$ cat src/inc/adcmux_pkg.sv
// Package with the register map, field layout and encodings of the converter control.
//
// Notes on behaviour
// - Plain differential: any pin positive, pins 0 to 3 negative.
// - Differential with gain: any pin positive, pins 4 to 7 negative.
// - Gain factors are 1x, 2x, 4x, 8x, 16x, 32x and 64x only.
// - Single ended allowed in both modes; signed mode grounds the negative input.
// - Four internal sources: temperature, bandgap, supply over ten, DAC output.
// - Unsigned mode: negative input is half reference minus five percent offset.
// - Two converters split the ports; a single converter reaches both ports.
// - Four channels, each with mux control, result, trigger, event and flag.
// - One shared converter takes one start per converter clock; results stay apart.
// - Reference: internal 1.00 V, supply over 1.6, either port's reference pin.
// - Signed or unsigned is one global setting for all channels.
// - Signed 12-bit results span 0xF800 to 0x07FF.
// - Unsigned 12-bit results span zero to 0x0FFF.
// - Software picks 8-bit or 12-bit; 8-bit finishes sooner.
// - Results are 16 bits; 8-bit results sit right adjusted in the low byte.
// - A 12-bit result may be right or left adjusted.
// - Signed 12-bit right adjusted copies bit 11 into bits 12 to 15.
// - Signed 8-bit copies bit 7 across the high byte.
// - Signed result scales with gain, which is one unless gained differential.
package adcmux_pkg;

    // ========================================================================
    // Register offsets
    localparam logic [7:0] OFS_CTRL   = 8'h00;
    localparam logic [7:0] OFS_CONFIG = 8'h04;
    localparam logic [7:0] OFS_PRESC  = 8'h08;
    localparam logic [7:0] OFS_STATUS = 8'h0C;
    localparam logic [7:0] OFS_MUX0   = 8'h10;
    localparam logic [7:0] OFS_RES0   = 8'h20;
    localparam logic [7:0] OFS_LAST   = 8'h2C;

    // ========================================================================
    // Field positions
    localparam int CTRL_ENABLE  = 0;
    localparam int CTRL_START   = 4;
    localparam int CFG_SIGNED   = 0;
    localparam int CFG_RES8     = 1;
    localparam int CFG_LEFT     = 2;
    localparam int CFG_REF      = 4;
    localparam int STAT_CFGERR  = 4;
    localparam int MUX_MODE     = 0;
    localparam int MUX_POS      = 2;
    localparam int MUX_NEG      = 6;
    localparam int MUX_GAIN     = 8;
    localparam int MUX_EVEN     = 11;
    localparam int MUX_W        = 12;

    // ========================================================================
    // Reset values
    localparam logic [7:0]        PRESC_RST = 8'h03;
    localparam logic [MUX_W-1:0]  MUX_RST   = 12'h000;
    localparam logic [15:0]       RES_RST   = 16'h0000;

    // ========================================================================
    // Encodings
    typedef enum logic [1:0] {
        MODE_DIFF, MODE_DIFFGAIN, MODE_SINGLE, MODE_INTERNAL
    } adcmux_mode_t;

    localparam logic [1:0] INT_TEMP    = 2'h0;
    localparam logic [1:0] INT_BANDGAP = 2'h1;
    localparam logic [1:0] INT_VCC10   = 2'h2;
    localparam logic [1:0] INT_DAC     = 2'h3;

    localparam logic [1:0] REF_INT1V0  = 2'h0;
    localparam logic [1:0] REF_VCC1P6  = 2'h1;
    localparam logic [1:0] REF_FIRST_ANALOG_PORT   = 2'h2;
    localparam logic [1:0] REF_SECOND_ANALOG_PORT   = 2'h3;

    localparam logic [3:0] NEG_GND     = 4'h8;
    localparam logic [3:0] NEG_HALFREF = 4'h9;
    localparam logic [3:0] NEG_GAINBASE = 4'h4;
    localparam logic [2:0] GAIN_MAX    = 3'h6;

    typedef struct packed {
        logic         start;
        logic [1:0]   chan;
        adcmux_mode_t mode;
        logic         pos_port;
        logic [2:0]   pos_pin;
        logic [3:0]   neg_sel;
        logic [2:0]   gain;
        logic         res8;
    } adcmux_conv_t;

endpackage

$ cat src/verilog/adcmux_ctrl.sv
// Converter control: register file, channel arbitration and result formatting.
`timescale 1ns/1ps
`default_nettype none

module adcmux_ctrl #(
    parameter bit DUAL_CONV  = 1'b0,
    parameter bit INSTANCE_B = 1'b0
) (
    // Clock and reset
    input  wire logic                      CLOCK,
    input  wire logic                      RST,
    // APB slave
    input  wire logic                      PSEL,
    input  wire logic                      PENABLE,
    input  wire logic                      PWRITE,
    input  wire logic [7:0]                PADDR,
    input  wire logic [31:0]               PWDATA,
    output logic      [31:0]               PRDATA,
    output logic                           PREADY,
    output logic                           PSLVERR,
    // Event triggers, one per channel
    input  wire logic [3:0]                EVENT_TRIG,
    // Results from the converter core
    input  wire logic                      CORE_DONE,
    input  wire logic [1:0]                CORE_CHAN,
    input  wire logic [11:0]               CORE_RAW,
    // Settings to the converter core
    output adcmux_pkg::adcmux_conv_t       CONV,
    output logic                           CONV_ENABLE,
    output logic                           CONV_SIGNED,
    output logic [1:0]                     CONV_REF,
    output logic [3:0]                     RESULT_EVENT
);

    // ========================================================================
    // Result formatting
    function automatic logic [15:0] fmt_result(
        input logic [11:0] raw,
        input logic        sgn,
        input logic        res8,
        input logic        left
    );
        logic [15:0] r;
        r = 16'h0000;
        if (res8) begin
            r = {{8{sgn & raw[7]}}, raw[7:0]};
        end else if (left) begin
            r = {raw, 4'h0};
        end else begin
            r = {{4{sgn & raw[11]}}, raw};
        end
        return r;
    endfunction

    function automatic logic [1:0] first_one(input logic [3:0] v);
        logic [1:0] r;
        r = 2'h0;
        if (v[0]) begin
            r = 2'h0;
        end else if (v[1]) begin
            r = 2'h1;
        end else if (v[2]) begin
            r = 2'h2;
        end else if (v[3]) begin
            r = 2'h3;
        end
        return r;
    endfunction

    // ========================================================================
    // State
    logic                                  enable_ff;
    logic                                  signed_ff;
    logic                                  res8_ff;
    logic                                  left_ff;
    logic [1:0]                            ref_ff;
    logic [7:0]                            presc_ff;
    logic [7:0]                            div_ff;
    logic [3:0]                            pend_ff;
    logic [3:0]                            done_ff;
    logic [3:0]                            revt_ff;
    logic [adcmux_pkg::MUX_W-1:0]          mux_ff [4];
    logic [15:0]                           res_ff [4];
    logic [31:0]                           prdata_ff;
    logic                                  pready_ff;
    logic                                  pslverr_ff;
    adcmux_pkg::adcmux_conv_t              conv_ff;
    adcmux_pkg::adcmux_conv_t              nxt_conv;

    // ========================================================================
    // Bus decode
    wire logic        setup_ph  = PSEL & ~PENABLE;
    wire logic        access_ok = PSEL & PENABLE & pready_ff;
    wire logic        wr_en     = access_ok & PWRITE & ~pslverr_ff;
    wire logic        aligned   = (PADDR[1:0] == 2'b00);
    wire logic        mapped    = aligned & (PADDR <= adcmux_pkg::OFS_LAST);
    wire logic        wr_ctrl   = wr_en & (PADDR == adcmux_pkg::OFS_CTRL);
    wire logic        wr_cfg    = wr_en & (PADDR == adcmux_pkg::OFS_CONFIG);
    wire logic        wr_presc  = wr_en & (PADDR == adcmux_pkg::OFS_PRESC);
    wire logic        wr_stat   = wr_en & (PADDR == adcmux_pkg::OFS_STATUS);
    wire logic        in_mux    = (PADDR[7:4] == adcmux_pkg::OFS_MUX0[7:4]);
    wire logic        in_res    = (PADDR[7:4] == adcmux_pkg::OFS_RES0[7:4]);
    wire logic [1:0]  sel_ch    = PADDR[3:2];

    // ========================================================================
    // Converter clock enable and arbitration
    // The converter clock is a one-cycle enable; a start is only offered
    // on it, so the shared pipeline never sees two starts in one period.
    wire logic        conv_tick = enable_ff & (div_ff == presc_ff);
    wire logic [7:0]  nxt_div   = conv_tick ? 8'h00 : 8'(div_ff + 8'h01);
    wire logic [3:0]  sw_start  = wr_ctrl ? PWDATA[adcmux_pkg::CTRL_START +: 4]
                                          : 4'h0;
    wire logic [3:0]  evt_start;
    wire logic        grant     = conv_tick & (|pend_ff);
    wire logic [1:0]  gch       = first_one(pend_ff);
    wire logic [3:0]  gmask     = grant ? (4'h1 << gch) : 4'h0;
    wire logic [3:0]  core_hit  = CORE_DONE ? (4'h1 << CORE_CHAN) : 4'h0;
    wire logic [15:0] fmt_val   = fmt_result(CORE_RAW, signed_ff, res8_ff,
                                             left_ff);
    wire logic [3:0]  is_diff;

    // ========================================================================
    // Per-channel state
    genvar g;
    generate
        for (g = 0; g < 4; g++) begin : g_chan
            assign evt_start[g] = EVENT_TRIG[g] &
                                  mux_ff[g][adcmux_pkg::MUX_EVEN];
            assign is_diff[g] = ~mux_ff[g][adcmux_pkg::MUX_MODE + 1];

            always_ff @(posedge CLOCK or posedge RST) begin
                if (RST) begin
                    mux_ff[g]  <= adcmux_pkg::MUX_RST;
                    res_ff[g]  <= adcmux_pkg::RES_RST;
                    pend_ff[g] <= 1'b0;
                    done_ff[g] <= 1'b0;
                    revt_ff[g] <= 1'b0;
                end else begin
                    if (wr_en && in_mux && sel_ch == 2'(g)) begin
                        mux_ff[g] <= PWDATA[adcmux_pkg::MUX_W-1:0];
                    end
                    // A new trigger in the granting cycle is kept.
                    pend_ff[g] <= (pend_ff[g] & ~gmask[g]) |
                                  sw_start[g] | evt_start[g];
                    if (core_hit[g]) begin
                        res_ff[g] <= fmt_val;
                    end
                    // Set wins over a write-one clear in the same cycle.
                    done_ff[g] <= core_hit[g] |
                                  (done_ff[g] & ~(wr_stat & PWDATA[g]));
                    revt_ff[g] <= core_hit[g];
                end
            end
        end
    endgenerate

    // ========================================================================
    // Settings of the granted channel
    logic [adcmux_pkg::MUX_W-1:0] gmux;
    adcmux_pkg::adcmux_mode_t     gmode;
    logic [3:0]                   gpos;
    logic [1:0]                   gneg;
    logic [2:0]                   ggain;

    assign gmux  = mux_ff[gch];
    assign gmode = adcmux_pkg::adcmux_mode_t'(gmux[adcmux_pkg::MUX_MODE +: 2]);
    assign gpos  = gmux[adcmux_pkg::MUX_POS +: 4];
    assign gneg  = gmux[adcmux_pkg::MUX_NEG +: 2];
    assign ggain = gmux[adcmux_pkg::MUX_GAIN +: 3];

    always_comb begin
        nxt_conv          = conv_ff;
        nxt_conv.start    = grant;
        if (grant) begin
            nxt_conv.chan     = gch;
            nxt_conv.mode     = gmode;
            nxt_conv.res8     = res8_ff;
            // With two converters each reaches only its own port.
            nxt_conv.pos_port = DUAL_CONV ? INSTANCE_B : gpos[3];
            nxt_conv.pos_pin  = gpos[2:0];
            nxt_conv.gain     = 3'h0;
            nxt_conv.neg_sel  = adcmux_pkg::NEG_GND;
            if (gmode == adcmux_pkg::MODE_INTERNAL) begin
                nxt_conv.pos_pin = {1'b0, gpos[1:0]};
            end
            if (!signed_ff) begin
                nxt_conv.neg_sel = adcmux_pkg::NEG_HALFREF;
            end else begin
                case (gmode)
                    adcmux_pkg::MODE_DIFF: begin
                        nxt_conv.neg_sel = {2'b00, gneg};
                    end
                    adcmux_pkg::MODE_DIFFGAIN: begin
                        nxt_conv.neg_sel = adcmux_pkg::NEG_GAINBASE |
                                           {2'b00, gneg};
                        // Code seven is not a factor and falls back to 1x.
                        nxt_conv.gain = (ggain <= adcmux_pkg::GAIN_MAX) ?
                                        ggain : 3'h0;
                    end
                    adcmux_pkg::MODE_SINGLE: begin
                        nxt_conv.neg_sel = adcmux_pkg::NEG_GND;
                    end
                    adcmux_pkg::MODE_INTERNAL: begin
                        nxt_conv.neg_sel = adcmux_pkg::NEG_GND;
                    end
                    default: begin
                        nxt_conv.neg_sel = adcmux_pkg::NEG_GND;
                    end
                endcase
            end
        end
    end

    // ========================================================================
    // Read data
    // A differential channel in unsigned mode cannot be measured correctly,
    // so the conflict is shown to software instead of silently converted.
    wire logic cfg_err = ~signed_ff & (|is_diff);
    logic [31:0] rd_word;

    always_comb begin
        rd_word = 32'h0000_0000;
        if (in_mux) begin
            rd_word = {20'h00000, mux_ff[sel_ch]};
        end else if (in_res) begin
            rd_word = {16'h0000, res_ff[sel_ch]};
        end else begin
            case (PADDR)
                adcmux_pkg::OFS_CTRL:   rd_word = {31'h0, enable_ff};
                adcmux_pkg::OFS_CONFIG: rd_word = {26'h0, ref_ff, 1'b0,
                                                   left_ff, res8_ff,
                                                   signed_ff};
                adcmux_pkg::OFS_PRESC:  rd_word = {24'h000000, presc_ff};
                adcmux_pkg::OFS_STATUS: rd_word = {27'h0, cfg_err, done_ff};
                default:                rd_word = 32'h0000_0000;
            endcase
        end
    end

    // ========================================================================
    // Global registers and bus answer
    always_ff @(posedge CLOCK or posedge RST) begin
        if (RST) begin
            enable_ff  <= 1'b0;
            signed_ff  <= 1'b0;
            res8_ff    <= 1'b0;
            left_ff    <= 1'b0;
            ref_ff     <= adcmux_pkg::REF_INT1V0;
            presc_ff   <= adcmux_pkg::PRESC_RST;
            div_ff     <= 8'h00;
            prdata_ff  <= 32'h0000_0000;
            pready_ff  <= 1'b0;
            pslverr_ff <= 1'b0;
        end else begin
            if (wr_ctrl) begin
                enable_ff <= PWDATA[adcmux_pkg::CTRL_ENABLE];
            end
            if (wr_cfg) begin
                signed_ff <= PWDATA[adcmux_pkg::CFG_SIGNED];
                res8_ff   <= PWDATA[adcmux_pkg::CFG_RES8];
                left_ff   <= PWDATA[adcmux_pkg::CFG_LEFT];
                ref_ff    <= PWDATA[adcmux_pkg::CFG_REF +: 2];
            end
            if (wr_presc) begin
                presc_ff <= PWDATA[7:0];
            end
            div_ff     <= enable_ff ? nxt_div : 8'h00;
            pready_ff  <= setup_ph;
            pslverr_ff <= setup_ph & ~mapped;
            if (setup_ph) begin
                prdata_ff <= rd_word;
            end
        end
    end

    // ========================================================================
    // Converter side outputs
    always_ff @(posedge CLOCK or posedge RST) begin
        if (RST) begin
            conv_ff <= '0;
        end else begin
            conv_ff <= nxt_conv;
        end
    end

    assign PRDATA       = prdata_ff;
    assign PREADY       = pready_ff;
    assign PSLVERR      = pslverr_ff;
    assign CONV         = conv_ff;
    assign CONV_ENABLE  = enable_ff;
    assign CONV_SIGNED  = signed_ff;
    assign CONV_REF     = ref_ff;
    assign RESULT_EVENT = revt_ff;

endmodule // adcmux_ctrl

`default_nettype wire
$ cat config.mk
export PLATFORM = sky130hd
export DESIGN_NAME = adcmux_ctrl
export DESIGN_NICKNAME = d
export VERILOG_FILES = /design/src/inc/adcmux_pkg.sv /design/src/verilog/adcmux_ctrl.sv
export SDC_FILE = /design/constraint.sdc
export NUM_CORES = 1
export LEC_CHECK = 0
export BUFFER_PORTS_ARGS = -buffer_cell sky130_fd_sc_hd__clkbuf_2
export CAP_MARGIN = 20
export CORE_MARGIN = 8
export CORE_UTILIZATION = 45
export CTS_BUF_LIST = sky130_fd_sc_hd__clkbuf_2
export CTS_CLUSTER_DIAMETER = 60
export CTS_CLUSTER_SIZE = 14
export DETAILED_ROUTE_END_ITERATION = 16
export HOLD_SLACK_MARGIN = 0.08
export PLACE_DENSITY = 0.65
export RECOVER_POWER = 25
export SYNTH_ARGS = -nofsm -noshare
export SYNTH_HDL_FRONTEND = slang
export SYNTH_SLANG_ARGS = --single-unit
$ cat constraint.sdc
create_clock -name CLOCK -period 8.39 [get_ports CLOCK]
set_input_delay 0.839 -clock CLOCK [delete_from_list [all_inputs] [get_ports CLOCK]]
set_output_delay 0.839 -clock CLOCK [all_outputs]
set_load 0.01 [all_outputs]
==> results of run 1 <==
worst reg2reg max path: stages, from the launching register on:
cell      delay, ps
dfstp_2         610
clkinv_1         80
a222oi_1        330
nand4_1         130
buf_4           200
or2_1           500
o41ai_1         460
area by class of cell:
| class | count | area (um^2) |
|---|---|---|
| fillers | 1738 | 9330 |
| flip-flops and latches | 181 | 4532 |
| multi-input cells | 482 | 3671 |
| repair buffers | 95 | 488.0 |
| well taps | 234 | 292.8 |
| clock inverters | 14 | 167.7 |
| clock buffers | 18 | 90.09 |
| inverters | 18 | 68.82 |
| diodes | 1 | 2.502 |
registers in the layout, summed over array words and instances, names as in the netlist, 2 cells and up:
signal	flops
done_ff	4
RESULT_EVENT	4
div_ff	8
CONV	17
res_ff	64
mux_ff	48
presc_ff	8
PRDATA	16
pend_ff	4
CONV_REF	2
cell families (layout without fill, tap and decap cells):
logic type | after synthesis | in the layout | synth area share
DFF | 181 | 181 | 0.5305
and+or+nand+nor | 179 | 179 | 0.09360
AOI/OAI and AO/OA | 157 | 157 | 0.1126
muxes | 118 | 118 | 0.2038
buffers and inverters | 78 | 145 | 0.04629
xor gates and xnor gates | 11 | 11 | 0.01128
adders and majority gates | 1 | 1 | 0.001465
other | 1 | 17 | 0.0004390
through the flow:
stage | worst slack [ps] | cells
after floorplan | 2639 | 741
final | 4728 | 1043
after global placement | 5154 | 1010
after global routing | 4077 | 1043
after CTS | 5887 | 1042
after detailed placement | 5090 | 1010
where the power goes:
group	leakage (nW)	total, W	internal [W]	switching, W
Sequential	2.39	0.000945	0.000919	0.0000260
Clock	0.150	0.000469	0.000148	0.000321
Combinational	1.90	0.000150	0.0000604	0.0000897
Total	4.45	0.00156	0.00113	0.000436
Yosys cell counts, drive strengths merged, types with 5 or more instances:
cell	instances
dfrtp	179
nand2	114
o21ai	96
mux2	74
mux4	37
clkbuf	31
buf	29
nor2	19
inv	16
a21oi	11
a22o	10
nand2b	8
xor2	8
a22oi	7
mux2i	7
nand3	6
nor3	6
and3	5
worst max path at each step:
| stage | to | slack, ps | depth (start not counted) |
|---|---|---|---|
| after floorplan | CONV[0] | 2640 | 1 |
| after global placement | mux_ff[2] | 5150 | 6 |
| after detailed placement | mux_ff[4] | 5090 | 6 |
| after CTS | CONV_SIGNED | 5890 | 1 |
| after global routing | res_ff[18] | 4080 | 4 |
| final | res_ff[61] | 4730 | 4 |
per-layer routing:
layer | part of all wire | global-route usage
met5 | 0 | 0
met4 | 0.014 | 0.05413
met3 | 0.050 | 0.03615
met2 | 0.47 | 0.2843
met1 | 0.46 | 0.2446
==> impl_results.md, run 1 <==
* Quantity of gates resized following cts at 0
* Root Buffer: clkbuf_2
* Reg clk slew, reported paths at 270 ps
* Pleak at 4.446 nW
* Pre-antenna DRT Iters at 5
* GRT Resource Usage Total at 0.1792
* RR Endpoint: CONV[2]
* Critical Path Start Type: input pin
* Unrepaired setup endpoints after global routing: no
* Main synth FF type: dfrtp_1
* Outcome: complete, but fails checks
* Setup bufs post-CTS at 0
* Final Hold Fails at 0
* Core area at 0.01864 mm^2
* Initial antenna violation count at 1
* Top-Level Pins at 123
* Type of the worst min-delay path: in -> reg
* Die ar. at 0.02365 mm^2
* Crit path DAT at 4570 ps
* Worst r2r src: presc_ff[1]
* Crit Path Class: in -> async
* Max FO, Critical Path at 89
* Die height at 153.8 um
* Post-Syn Area at 0.008542 mm^2
* Die Wd at 153.8 um
* Setup TNS at 0 ps
* Gpl congestion at 0.7759
* Clk buf depth at 2
* Syn-to-layout area delta at 9.023%
* Fin util at 0.4995
* Global route overflow at 0
* First-pass GRT wire length at 33.11 mm
* Mean area per synthesized cell at 11.77 um^2
* Number of global-route vias before repair at 5971
* Layout cells sized above 1 at 0.2933
* CTS sink count at 181
* Ys async rst share at 1.000
* Launch point of the worst path: RST
* Fmax at 273.1 MHz
* Hold WS at 302.4 ps
* Final Max Slew Viols at 158
* FP Rows at 50
* Final Instance Area at 0.009313 mm^2
* FF+latch count, synth at 181
* Worst reg2reg setup slack at 6000 ps
* Cell chain of the critical path: clkbuf_2 -> clkinvlp_2 -> buf_4 -> buf_4
* VDD IR max at 0.00007129 V
* Port buffer count at 86
* Min-Delay Endpoint: pend_ff[3]
* Total power at 0.001564 W
* Hpwl dp at 14.26 mm
* Initial core utilization at 0.4582
* Clock Latency Late Sink at 770 ps
* Post-synth EDFFs at 0
* Post-route ant nets at 0
* Post-synthesis sequential area ratio at 0.5305
* Largest stage delay on the critical path at 2170 ps
* Crit path buf inv count at 4
* WHS Path Cells at 3
* Slew HR at -1.628
* CTS HTree Levels at 4
* Worst clock skew at 31.02 ps
* Dpl cell area at 0.009066 mm^2
* Tcrit/Tclk final at 0.4364
* PD cells at 167.9 mW/mm^2
* Top cell type's share of synthesized area at 0.5244
* Cells after Synth at 726
* Hold Buf Count CTS at 0
* Post-route DRC at 0
* Worst hold start: EVENT_TRIG[3]
* Avg Vias per Cell at 5.542
* Most frequent cells in the layout: dfrtp_1 (179), nand2_1 (114), clkbuf_2 (102), o21ai_0 (95), mux2_2 (71)
* Final #Nets at 860
* Routed WL at 20.45 mm
* CP required at 9300 ps
* CP max stage cell: clkinvlp_2
* Worst slew pin tran at 3920 ps
* Crit path time final at 3662 ps
* WL/cell at 19.60 um
* Crit end category: asynchronous set/reset pin
* Largest net degree at the start of global routing at 90
* CTS tree: done
* Netlist cell types at 58
* Starting DRT DRC Count at 292
* Cell mode on critical path: buf_4
* Synth area leader: dfrtp_1
* Failing checks: max-capacitance violations, max-slew violations
* Family with the most delay on the worst path: buffers and inverters
* Synth area leaders: dfrtp_1 (52%), mux4_2 (9.5%), mux2_2 (9.4%)
* Register-to-Register Path Depth at 6
* Max cap viols at 3
* Cts bufs inserted at 17
* Synth warn at 0
* Endpoints failing setup at 0
* Commonest non-fill, non-tap cell in the layout: dfrtp_1
* Via count at 5780
Note: power is estimated with default switching activity, not from simulation.
==> run 2: changes to the inputs <==
==> constraint.sdc (replaced) <==
create_clock -name CLOCK -period 3.56 [get_ports CLOCK]
set_input_delay 0.356 -clock CLOCK [delete_from_list [all_inputs] [get_ports CLOCK]]
set_output_delay 0.356 -clock CLOCK [all_outputs]
set_load 0.01 [all_outputs]
==> impl_results.md, run 2 (synthesized netlist as in run 1, its figures left out) <==
* Crit Path Class: in -> reg
* Fin util at 0.5204
* Die height at 153.8 um
* Crit end category: flop
* Place WS at 884.3 ps
* Die ar. at 0.02365 mm^2
* Most frequent cells in the layout: dfrtp_1 (179), nand2_1 (114), clkbuf_2 (102), o21ai_0 (95), mux2_2 (71)
* Final Instance Area at 0.009702 mm^2
* Avg Vias per Cell at 5.470
* CTS HTree Levels at 4
* Final Max Slew Viols at 68
* Outcome: complete, but fails checks
* Crit path time final at 2433 ps
* Launch point of the worst path: PADDR[5]
* Unrepaired setup endpoints after global routing: no
* Layout cells sized above 1 at 0.2792
* Largest stage delay on the critical path at 540 ps
* Cell chain of the critical path: dlygate4sd3_1 -> clkbuf_2 -> nor3_1 -> and2_1 -> and3_1 -> nand3_1 -> mux2_2
* Clk buf depth at 2
* FP Rows at 50
* Biggest register: res_ff
* GRT Resource Usage Total at 0.1841
* Die Wd at 153.8 um
* Starting DRT DRC Count at 392
* Setup TNS at 0 ps
* Final worst slack at 1127 ps
* Max FO, Critical Path at 12
* Syn-to-layout area delta at 13.58%
* Endpoints failing setup at 0
* Pre-antenna DRT Iters at 6
* Top-Level Pins at 123
* Largest net degree at the start of global routing at 88
* Worst r2r src: presc_ff[1]
* Family with the most delay on the worst path: simple AND/OR/NAND/NOR gates
* Clock Latency Late Sink at 770 ps
* Quantity of gates resized following cts at 0
* Worst hold start: PADDR[6]
* Routed WL at 21.01 mm
* Critical Path Start Type: input pin
* Number of global-route vias before repair at 6145
* Final #Nets at 908
* Core area at 0.01864 mm^2
* Global route overflow at 0
* Pleak at 4.597 nW
* Port buffer count at 86
* Hold Buf Count CTS at 41
* Multi-input logic area at 0.003671 mm^2
* Crit path buf inv count at 2
* Tcrit/Tclk final at 0.6835
* Type of the worst min-delay path: in -> reg
* Max FFs per register at 64
* Filler Cell Count at 1651
* Hold WS at 157.1 ps
* Worst clock skew at 33.69 ps
* Dpl cell area at 0.009130 mm^2
* CTS sink count at 181
* Initial antenna violation count at 1
* WL/cell at 19.25 um
* Setup bufs post-CTS at 0
* Initial core utilization at 0.4582
* CP max stage cell: nand3_1
* First-pass GRT wire length at 33.94 mm
* Crit path DAT at 3090 ps
* Post-route ant nets at 0
* Reg area at 0.004532 mm^2
* Fmax at 410.9 MHz
* Post-route DRC at 0
* Cts bufs inserted at 17
* Max cap viols at 2
* Reg clk slew, reported paths at 240 ps
* Slew HR at -0.2441
* Via count at 5968
* CTS tree: done
* VDD IR max at 0.0001721 V
* Gpl congestion at 0.8086
* Worst slew pin tran at 1866 ps
* Hpwl dp at 14.88 mm
* PD cells at 360.4 mW/mm^2
* Failing checks: max-capacitance violations, max-slew violations
* Root Buffer: clkbuf_2
* Final Hold Fails at 0
* Commonest non-fill, non-tap cell in the layout: dfrtp_1
* CP required at 4210 ps
## run 2: changes by cell type in the layout (fill, tap and decap cells not counted)
| cell | before | now |
|---|---|---|
| buf_4 | 7 | 11 |
| buf_12 | 0 | 1 |
| clkbuf_1 | 4 | 5 |
| bufinv_16 | 2 | 0 |
| inv_8 | 2 | 0 |
| clkinvlp_4 | 2 | 3 |
| clkinv_2 | 0 | 4 |
| dlygate4sd3_1 | 0 | 41 |
| inv_6 | 4 | 0 |
| clkinv_1 | 2 | 6 |
## run 2: path summary, 6_finish.rpt
check / cells after the start / endpoint / slack, ps
worst min-delay path: 5 / PRDATA[2] / 160
worst max register to register: 7 / pend_ff[0] / 1200
worst max-delay path: 7 / mux_ff[5] / 1130
worst min register to register: 2 / res_ff[35] / 510
max in group asynchronous: 5 / mux_ff[5] / 1350
min in group asynchronous: 4 / mux_ff[40] / 780
## run 2: through the flow
step           std cells  total power (W)
4_1_cts             1090         0.003537
6_report            1091         0.003496
5_1_grt             1091         0.003669
3_5_place_dp        1017         0.002633
3_3_place_gp        1017         0.002621
2_1_floorplan        741         0.002506
## run 2: layout make-up
| type | count | area share |
|---|---|---|
| inverters | 18 | 0.007093 |
| well taps | 234 | 0.03018 |
| diodes | 1 | 0.0002579 |
| flip-flops and latches | 181 | 0.4671 |
| repair buffers | 143 | 0.09866 |
| clock inverters | 15 | 0.009543 |
| clock buffers | 17 | 0.008770 |
| multi-input cells | 482 | 0.3784 |
## run 2: routing by layer
metal	share of wire	wire (um)	track usage
met1	0.46	9639	0.2494
met4	0.018	368	0.06346
met5	0	0	0
met3	0.044	920	0.03587
met2	0.48	10080	0.2915
## run 2: power breakdown
part	leakage [nW]	switching (W)	internal (W)
clock	0.109	0.000701	0.000171
combinational	2.09	0.000224	0.000175
sequential	2.39	0.0000621	0.00216
total	4.60	0.000987	0.00251
## run 2: worst register-to-register path, cell delays in order (launching register included)
cell and delay, ps:
dfstp_2 620, clkinv_1 90, a222oi_1 310, nand4_1 130, buf_4 200, a222oi_1 290
dlygate4sd3_1 600, inv_1 40
